File: config.mk
export PLATFORM = sky130hd
export DESIGN_NAME = t8c_timer
export DESIGN_NICKNAME = d
export VERILOG_FILES = /design/src/rtl/t8c_pkg.sv /design/src/rtl/t8c_clksel.sv /design/src/rtl/t8c_timer.sv
export SDC_FILE = /design/constraint.sdc
export NUM_CORES = 1
export LEC_CHECK = 0
export ABC_AREA = 1
export BUFFER_PORTS_ARGS = -buffer_cell sky130_fd_sc_hd__buf_2
export CAP_MARGIN = 20
export CORE_ASPECT_RATIO = 0.7
export CORE_UTILIZATION = 35
export DETAILED_ROUTE_END_ITERATION = 7
export SLEW_MARGIN = 0
export SYNTH_ARGS = -nofsm -noshare
export SYNTH_HDL_FRONTEND = slang
export SYNTH_SLANG_ARGS = --single-unit
export TNS_END_PERCENT = 100
File: constraint.sdc
create_clock -name clock -period 5.3 [get_ports clock]
set_input_delay 1.06 -clock clock [delete_from_list [all_inputs] [get_ports clock]]
set_output_delay 1.06 -clock clock [all_outputs]
set_load 0.03 [all_outputs]
File: src/rtl/t8c_pkg.sv
// Purpose: shared constants of the 8-bit timer/counter core
// Assumes: 32-bit classic wishbone register access, byte addresses
// Notes: one aligned word per register, data in the low byte
package t8c_pkg;
    localparam int ADR_W = 5;
    localparam logic [ADR_W-1:0] OFF_CTRL = 5'h00;
    localparam logic [ADR_W-1:0] OFF_CNT = 5'h04;
    localparam logic [ADR_W-1:0] OFF_CMP = 5'h08;
    localparam logic [ADR_W-1:0] OFF_FLAG = 5'h0C;
    localparam logic [ADR_W-1:0] OFF_MASK = 5'h10;

    // timer_control_reg layout
    localparam int CS_LSB = 0;
    localparam int CS_W = 3;
    localparam int WGM_LSB = 3;
    localparam int WGM_W = 2;
    localparam int CTRL_W = 5;
    localparam logic [CTRL_W-1:0] CTRL_RST = 5'h00;

    // timer_flag_reg / timer_mask_reg layout
    localparam int FLG_OVF = 0;
    localparam int FLG_CMP = 1;
    localparam int FLG_W = 2;
    localparam logic [FLG_W-1:0] FLG_RST = 2'h0;
    localparam logic [FLG_W-1:0] MASK_RST = 2'h0;

    localparam logic [7:0] CNT_RST = 8'h00;
    localparam logic [7:0] CMP_RST = 8'h00;
    localparam logic [7:0] CNT_BOTTOM = 8'h00;
    localparam logic [7:0] CNT_MAX = 8'hFF;

    typedef enum logic [1:0] {
        WGM_NORMAL = 2'b00,
        WGM_PHASE_PWM = 2'b01,
        WGM_CLEAR_ON_MATCH = 2'b10,
        WGM_FAST_PWM = 2'b11
    } t8c_wgm_t;

    typedef enum logic [2:0] {
        CS_STOP = 3'b000,
        CS_DIV1 = 3'b001,
        CS_DIV8 = 3'b010,
        CS_DIV64 = 3'b011,
        CS_DIV256 = 3'b100,
        CS_DIV1024 = 3'b101,
        CS_EXT_FALL = 3'b110,
        CS_EXT_RISE = 3'b111
    } t8c_cs_t;

    // prescaler tap widths: divide by 2**width
    localparam int PRE_W = 10;
    localparam int TAP8 = 3;
    localparam int TAP64 = 6;
    localparam int TAP256 = 8;
endpackage

File: src/rtl/t8c_clksel.sv
// Purpose: timer clock tick generation from prescaler or count pin
// Assumes: count pin is asynchronous to clock
// Notes: tick is high one system clock cycle per count, so divide by one holds it high
`timescale 1ns/1ps
module t8c_clksel
    import t8c_pkg::*;
(
    input wire logic clock,
    input wire logic rst_n,
    input wire logic [CS_W-1:0] clk_sel,
    input wire logic ext_pin,
    output logic tick
);
    logic [PRE_W-1:0] pre_ff;
    logic sync1_ff;
    logic sync2_ff;
    logic sync3_ff;
    logic lvl_ff;
    logic ext_rise_ff;
    logic ext_fall_ff;

    wire logic agree = (sync2_ff == sync3_ff);
    wire logic nxt_lvl = agree ? sync3_ff : lvl_ff;
    wire logic tap8 = &pre_ff[TAP8-1:0];
    wire logic tap64 = &pre_ff[TAP64-1:0];
    wire logic tap256 = &pre_ff[TAP256-1:0];
    wire logic tap1024 = &pre_ff;

    // edges are registered so a tick is at most one cycle wide
    always_ff @(posedge clock) begin
        if (!rst_n) begin
            pre_ff <= '0;
            sync1_ff <= 1'b0;
            sync2_ff <= 1'b0;
            sync3_ff <= 1'b0;
            lvl_ff <= 1'b0;
            ext_rise_ff <= 1'b0;
            ext_fall_ff <= 1'b0;
        end else begin
            pre_ff <= pre_ff + 1'b1;
            sync1_ff <= ext_pin;
            sync2_ff <= sync1_ff;
            sync3_ff <= sync2_ff;
            lvl_ff <= nxt_lvl;
            ext_rise_ff <= nxt_lvl & ~lvl_ff;
            ext_fall_ff <= ~nxt_lvl & lvl_ff;
        end
    end

    always_comb begin
        case (t8c_cs_t'(clk_sel))
            CS_STOP: tick = 1'b0;
            CS_DIV1: tick = 1'b1;
            CS_DIV8: tick = tap8;
            CS_DIV64: tick = tap64;
            CS_DIV256: tick = tap256;
            CS_DIV1024: tick = tap1024;
            CS_EXT_FALL: tick = ext_fall_ff;
            CS_EXT_RISE: tick = ext_rise_ff;
            default: tick = 1'b0;
        endcase
    end
endmodule // t8c_clksel

File: src/rtl/t8c_timer.sv
// Purpose: 8-bit timer/counter with one compare unit, wishbone registers
// Assumes: classic wishbone, one wait state, synchronous reset
// Notes: compare output pin actions are not part of this core
//
// Our own choices: the register addresses and the Wishbone interface to the registers.
`timescale 1ns/1ps
// Behaviour
// - bottom status is high whenever the counter holds zero
// - max status is high whenever the counter holds 255
// - top is 255 or the compare value, chosen by waveform mode
// - counter and compare registers are both 8 bits wide
// - each flag is visible and gated by its own mask bit
// - ticks come from the prescaler or the external count pin
// - clock select zero stops the counter, no ticks
// - clock select field lives in the control register
// - compare continuously; a match sets the compare flag
// - compare writes land in a buffer before the comparator
// - software reads and writes the counter at any time
// - a counter write beats clear, increment and decrement
// - each tick clears, increments or decrements by one
// - two waveform mode bits in control choose the sequence
// - overflow flag set where the waveform mode defines it
// - internal count, direction, clear, top and bottom controls
// - normal mode wraps 255 to zero, overflow set that tick
// - mode 2 clears the counter on compare match
// - compare flag set on the tick after counter equals compare
// - a counter write blocks the match of the next tick
module t8c_timer
    import t8c_pkg::*;
(
    input wire logic clock,
    input wire logic rst_n,
    input wire logic wb_cyc_i,
    input wire logic wb_stb_i,
    input wire logic wb_we_i,
    input wire logic [ADR_W-1:0] wb_adr_i,
    input wire logic [3:0] wb_sel_i,
    input wire logic [31:0] wb_dat_i,
    output logic [31:0] wb_dat_o,
    output logic wb_ack_o,
    input wire logic external_count_pin,
    output logic ovf_req,
    output logic cmp_req,
    output logic cnt_top,
    output logic cnt_bottom,
    output logic cnt_max
);
    logic [CTRL_W-1:0] ctrl_ff;
    logic [7:0] cnt_ff;
    logic [7:0] cmp_buf_ff;
    logic [7:0] cmp_act_ff;
    logic [FLG_W-1:0] flag_ff;
    logic [FLG_W-1:0] mask_ff;
    logic dir_ff;
    logic block_ff;
    logic ack_ff;
    logic [7:0] rdat_ff;
    logic [7:0] nxt_cnt;
    logic nxt_dir;
    logic [7:0] nxt_rdat;
    logic tick;

    // bus decode
    wire logic bus_req = wb_cyc_i & wb_stb_i;
    wire logic bus_new = bus_req & ~ack_ff;
    wire logic wr_lo = bus_req & ack_ff & wb_we_i & wb_sel_i[0];
    wire logic hit_ctrl = (wb_adr_i == OFF_CTRL);
    wire logic hit_cnt = (wb_adr_i == OFF_CNT);
    wire logic hit_cmp = (wb_adr_i == OFF_CMP);
    wire logic hit_flag = (wb_adr_i == OFF_FLAG);
    wire logic hit_mask = (wb_adr_i == OFF_MASK);
    wire logic ctrl_wr = wr_lo & hit_ctrl;
    wire logic cnt_wr = wr_lo & hit_cnt;
    wire logic cmp_wr = wr_lo & hit_cmp;
    wire logic flag_wr = wr_lo & hit_flag;
    wire logic mask_wr = wr_lo & hit_mask;

    // control fields
    wire logic [CS_W-1:0] clock_select_field = ctrl_ff[CS_LSB +: CS_W];
    wire logic [WGM_W-1:0] waveform_mode_field = ctrl_ff[WGM_LSB +: WGM_W];
    wire logic waveform_mode_hi = waveform_mode_field[1];
    wire logic waveform_mode_lo = waveform_mode_field[0];
    wire logic clear_on_match_mode = waveform_mode_hi & ~waveform_mode_lo;
    wire logic phase_mode = ~waveform_mode_hi & waveform_mode_lo;
    wire logic pwm_mode = waveform_mode_lo;

    // counter status
    wire logic at_bottom = (cnt_ff == CNT_BOTTOM);
    wire logic at_max = (cnt_ff == CNT_MAX);
    wire logic [7:0] top_val = clear_on_match_mode ? cmp_act_ff : CNT_MAX;
    wire logic at_top = (cnt_ff == top_val);
    wire logic match = (cnt_ff == cmp_act_ff);

    // internal counter controls
    wire logic count_dn = phase_mode & (dir_ff | at_max) & ~at_bottom;
    wire logic cnt_clear = clear_on_match_mode & match;
    wire logic count = tick & ~cnt_wr;

    // flag events
    wire logic ovf_up = ~phase_mode & at_max;
    wire logic ovf_pc = phase_mode & at_bottom & dir_ff;
    wire logic set_ovf = count & (ovf_up | ovf_pc);
    wire logic set_cmp = tick & match & ~block_ff;
    wire logic [FLG_W-1:0] flag_set = {set_cmp, set_ovf};
    wire logic [FLG_W-1:0] flag_clr = flag_wr ? wb_dat_i[FLG_W-1:0] : '0;
    wire logic [FLG_W-1:0] nxt_flag = (flag_ff & ~flag_clr) | flag_set;

    // non-pwm modes pass the buffer straight on; pwm waits for top
    wire logic cmp_load = ~pwm_mode | (tick & at_top);

    t8c_clksel u_clksel (
        .clock(clock),
        .rst_n(rst_n),
        .clk_sel(clock_select_field),
        .ext_pin(external_count_pin),
        .tick(tick)
    );

    always_comb begin
        nxt_cnt = cnt_ff;
        nxt_dir = dir_ff;
        if (cnt_wr) begin
            nxt_cnt = wb_dat_i[7:0];
        end else if (tick) begin
            if (cnt_clear) begin
                nxt_cnt = CNT_BOTTOM;
            end else if (count_dn) begin
                nxt_cnt = cnt_ff - 8'h01;
            end else begin
                nxt_cnt = cnt_ff + 8'h01;
            end
        end
        if (!phase_mode) begin
            nxt_dir = 1'b0;
        end else if (count) begin
            nxt_dir = count_dn;
        end
    end

    always_comb begin
        case (1'b1)
            hit_ctrl: nxt_rdat = {{(8-CTRL_W){1'b0}}, ctrl_ff};
            hit_cnt: nxt_rdat = cnt_ff;
            hit_cmp: nxt_rdat = cmp_buf_ff;
            hit_flag: nxt_rdat = {{(8-FLG_W){1'b0}}, flag_ff};
            hit_mask: nxt_rdat = {{(8-FLG_W){1'b0}}, mask_ff};
            default: nxt_rdat = 8'h00;
        endcase
    end

    always_ff @(posedge clock) begin
        if (!rst_n) begin
            ack_ff <= 1'b0;
            rdat_ff <= 8'h00;
        end else begin
            ack_ff <= bus_new;
            if (bus_new) begin
                rdat_ff <= nxt_rdat;
            end
        end
    end

    always_ff @(posedge clock) begin
        if (!rst_n) begin
            ctrl_ff <= CTRL_RST;
            mask_ff <= MASK_RST;
            cmp_buf_ff <= CMP_RST;
        end else begin
            if (ctrl_wr) begin
                ctrl_ff <= wb_dat_i[CTRL_W-1:0];
            end
            if (mask_wr) begin
                mask_ff <= wb_dat_i[FLG_W-1:0];
            end
            if (cmp_wr) begin
                cmp_buf_ff <= wb_dat_i[7:0];
            end
        end
    end

    // a flag set by hardware wins over a software clear in the same cycle
    always_ff @(posedge clock) begin
        if (!rst_n) begin
            flag_ff <= FLG_RST;
        end else begin
            flag_ff <= nxt_flag;
        end
    end

    always_ff @(posedge clock) begin
        if (!rst_n) begin
            cnt_ff <= CNT_RST;
            dir_ff <= 1'b0;
            cmp_act_ff <= CMP_RST;
            block_ff <= 1'b0;
        end else begin
            cnt_ff <= nxt_cnt;
            dir_ff <= nxt_dir;
            if (cmp_load) begin
                cmp_act_ff <= cmp_buf_ff;
            end
            if (cnt_wr) begin
                block_ff <= 1'b1;
            end else if (tick) begin
                block_ff <= 1'b0;
            end
        end
    end

    assign wb_ack_o = ack_ff;
    assign wb_dat_o = {24'h000000, rdat_ff};
    assign ovf_req = flag_ff[FLG_OVF] & mask_ff[FLG_OVF];
    assign cmp_req = flag_ff[FLG_CMP] & mask_ff[FLG_CMP];
    assign cnt_top = at_top;
    assign cnt_bottom = at_bottom;
    assign cnt_max = at_max;
endmodule // t8c_timer

==> flow_summary.yaml <==
timing:
  max-slew-margin-rel: 0.487
  fin_ws_ns: 2.53
  worst_pin_slew_ns: 0.768
  timing.final.crit_period_ns: 2.77
  timing.fmax_mhz: 361
  fin_crit_sh: 0.523
  fin_skew_ns: 0.00787
  final_hold_viol_count: 0
  setup_tns_ns: 0
  drv_slew: 0
  setup_viol: 0
  rsz0062_at_grt: "false"
clock_network:
  cts-resized-gates: 0
  insertion_delay_ns: 0.33
  clockBufferDepth: 2
  path_clk_slew_ns: 0.05
  ctsHoldBuffers: 0
  cts-root-buf: "clkbuf_16"
  numCtsBuffers: 9
  ctsHtreeMaxLevel: 3
  cts_tree: "yes"
  cts_setup_buffers: 0
  cts.sinks: 60
placement:
  place.gp.congestion: 0.908
  pre_cts_ws_ns: 2.30
  port_buffers: 33
  dp_hpwl_um: 6900
  dp.cells: 685
global_routing:
  grt_start_max_net_pins: 40
  grt_usage: 0.188
  grt_pass1_wl_um: 15100
  antenna_found_initial: 0
  first_global_vias: 3006
  grt_overflow: 0
drt:
  num_vias: 3416
  antenna_left: 0
  wirelength_um: 9370
  routedWlPerCell_um: 13.4
  drtIter0Drc: 252
  firstDrtPassIters: 4
  post_drt_via_cell_ratio: 4.87
  drc: 0
synthesis:
  async_flop_share: 0
  synthFlopType: "dfxtp_1"
  synthAdderAreaFrac: 0.0337
  synth_edf_count: 0
  synth_top_family_by_area: "simple AND/OR/NAND/NOR gates"
  synth_seq_cells: 60
  syn_avg_cell_area_um2: 6.63
  ys_seq_area_frac: 0.337
  synth_xor_area_frac: 0.0148
  synth.distinct_cells: 39
  synthMuxAreaShare: 0
  synth_top_area_frac: 0.337
  synth_area_mm2: 0.00356
  yosys.area_share.simple: 0.323
  synth_compound_gate_area_share: 0.146
  yosysTopAreaCell: "dfxtp_1"
  synth_warnings: 0
  syn_inst: 537
  synth.area.top_cells: "dfxtp_1, nand2_1, inv_1, a21oi_1, nor2_1"
pwr:
  p_leak_nw: 1.87
  vdd_drop_max_mv: 0.163
  p_per_area_mw_per_mm2: 294
  power.total_mw: 1.20
floorplan:
  io-pin-count: 85
  die_area_mm2: 0.0106
  core_mm2: 0.00980
  floorplan.initialDensity: 0.363
  die_h_um: 86.4
  rows: 30
  die_w_um: 123
final_layout:
  multiInputGateArea_mm2: 0.00193
  fillers: 1050
  final_cell_mix: "nand2_1, inv_1, dfxtp_1, nor2_1, a21oi_1"
  mostFrequentLayoutCell: "nand2_1"
  final_nets: 624
  syn2layout_area_growth_pct: 14.2
  layout-drive-gt1-share: 0.119
  regArea_mm2: 0.00120
  instances_no_fill: 701
worst_setup_path:
  crit_required_ns: 4.24
  cp-start-kind: "register"
  path_class: "register to output port"
  crit_path_end_kind: "output port"
  arrival_ns: 1.71
  path_max_fanout: 7
run_status:
  outcome: "completed"
job:
  cap_viol_max_count: 0
hold_path:
  hold_class: "register to register"
-- through the flow --
step / utilization / hold WS, ns / instance area, um2
2_1_floorplan: - / 0.390 / 3650
3_3_place_gp: 0.380 / 0.402 / 3720
3_5_place_dp: 0.380 / 0.418 / 3720
4_1_cts: 0.415 / 0.429 / 4060
5_1_grt: 0.415 / 0.450 / 4060
6_report: 0.415 / 0.423 / 4070
-- cells by family (layout without fill, tap and decap cells) --
| kind of cell | count (synthesis) | count (layout) |
|---|---|---|
| AOI/OAI and AO/OA | 97 | 97 |
| xor gates and xnor gates | 6 | 6 |
| adders and majority gates | 9 | 9 |
| buffers and inverters | 105 | 117 |
| DFF | 60 | 60 |
| other | 1 | 25 |
| and+or+nand+nor | 259 | 259 |
-- final timing paths --
path / startpoint / endpoint / slack (ns) / depth (start not counted)
setup / recovery: cnt_ff[1] / cnt_top / 2.53 / 6
hold / removal: u_clksel.sync1_ff / u_clksel.sync2_ff / 0.42 / 2
setup reg to reg: cnt_ff[0] / cnt_ff[5] / 2.62 / 15
hold reg to reg: u_clksel.sync1_ff / u_clksel.sync2_ff / 0.42 / 2
-- final cells by class --
type	instances	area share
diodes	1	0.000616
clock buffers	10	0.0588
clock inverters	5	0.0246
inverters	68	0.0628
multi-input cells	395	0.476
flip-flops and latches	60	0.295
well taps	128	0.0394
repair buffers	34	0.0425
-- Yosys cell counts, types with 2 or more instances --
master and instances:
nand4_1 15, ha_1 8, o21ai_0 38, o211ai_1 2, nand3_2 3, buf_4 26
dfxtp_1 60, nor2_4 3, nor3_1 2, nand2_1 139, buf_2 3, nor2_1 57
buf_6 2, nor2_2 3, a211oi_1 2, nand2_4 3, inv_1 66, nand2_2 2
clkbuf_1 6, nor4_1 2, xor2_1 3, xnor2_1 3, inv_2 2, nand3_1 26
a41oi_1 2, a21oi_1 46
-- registers in the layout (all words and copies together), names as in the netlist, 2 cells and up --
register         count
cmp_act_ff           8
cmp_buf_ff           8
cnt_ff               8
ctrl_ff              5
flag_ff              2
mask_ff              2
rdat_ff              8
u_clksel.pre_ff     10
-- worst max-delay path, cell delays in order, from the launching register on --
cell	delay, ns
dfxtp_1	0.50
inv_1	0.14
nand2_1	0.12
nand4_1	0.10
nor3_1	0.20
o21a_1	0.13
buf_2	0.19
-- layer usage --
metal,vias up,track usage,share of wire
li1,1760,-,-
met1,1542,0.282,0.52
met2,101,0.257,0.40
met3,13,0.0513,0.070
met4,0,0.0565,0.012
met5,-,0,0
-- report_power, final --
| group | total, mW | leakage [nW] | internal [mW] | switching (mW) |
|---|---|---|---|---|
| clock | 0.669 | 0.168 | 0.467 | 0.202 |
| combinational | 0.0668 | 1.22 | 0.0132 | 0.0535 |
| sequential | 0.460 | 0.485 | 0.457 | 0.00308 |
| total | 1.20 | 1.87 | 0.937 | 0.259 |
Note: power is estimated with default switching activity, not from simulation.
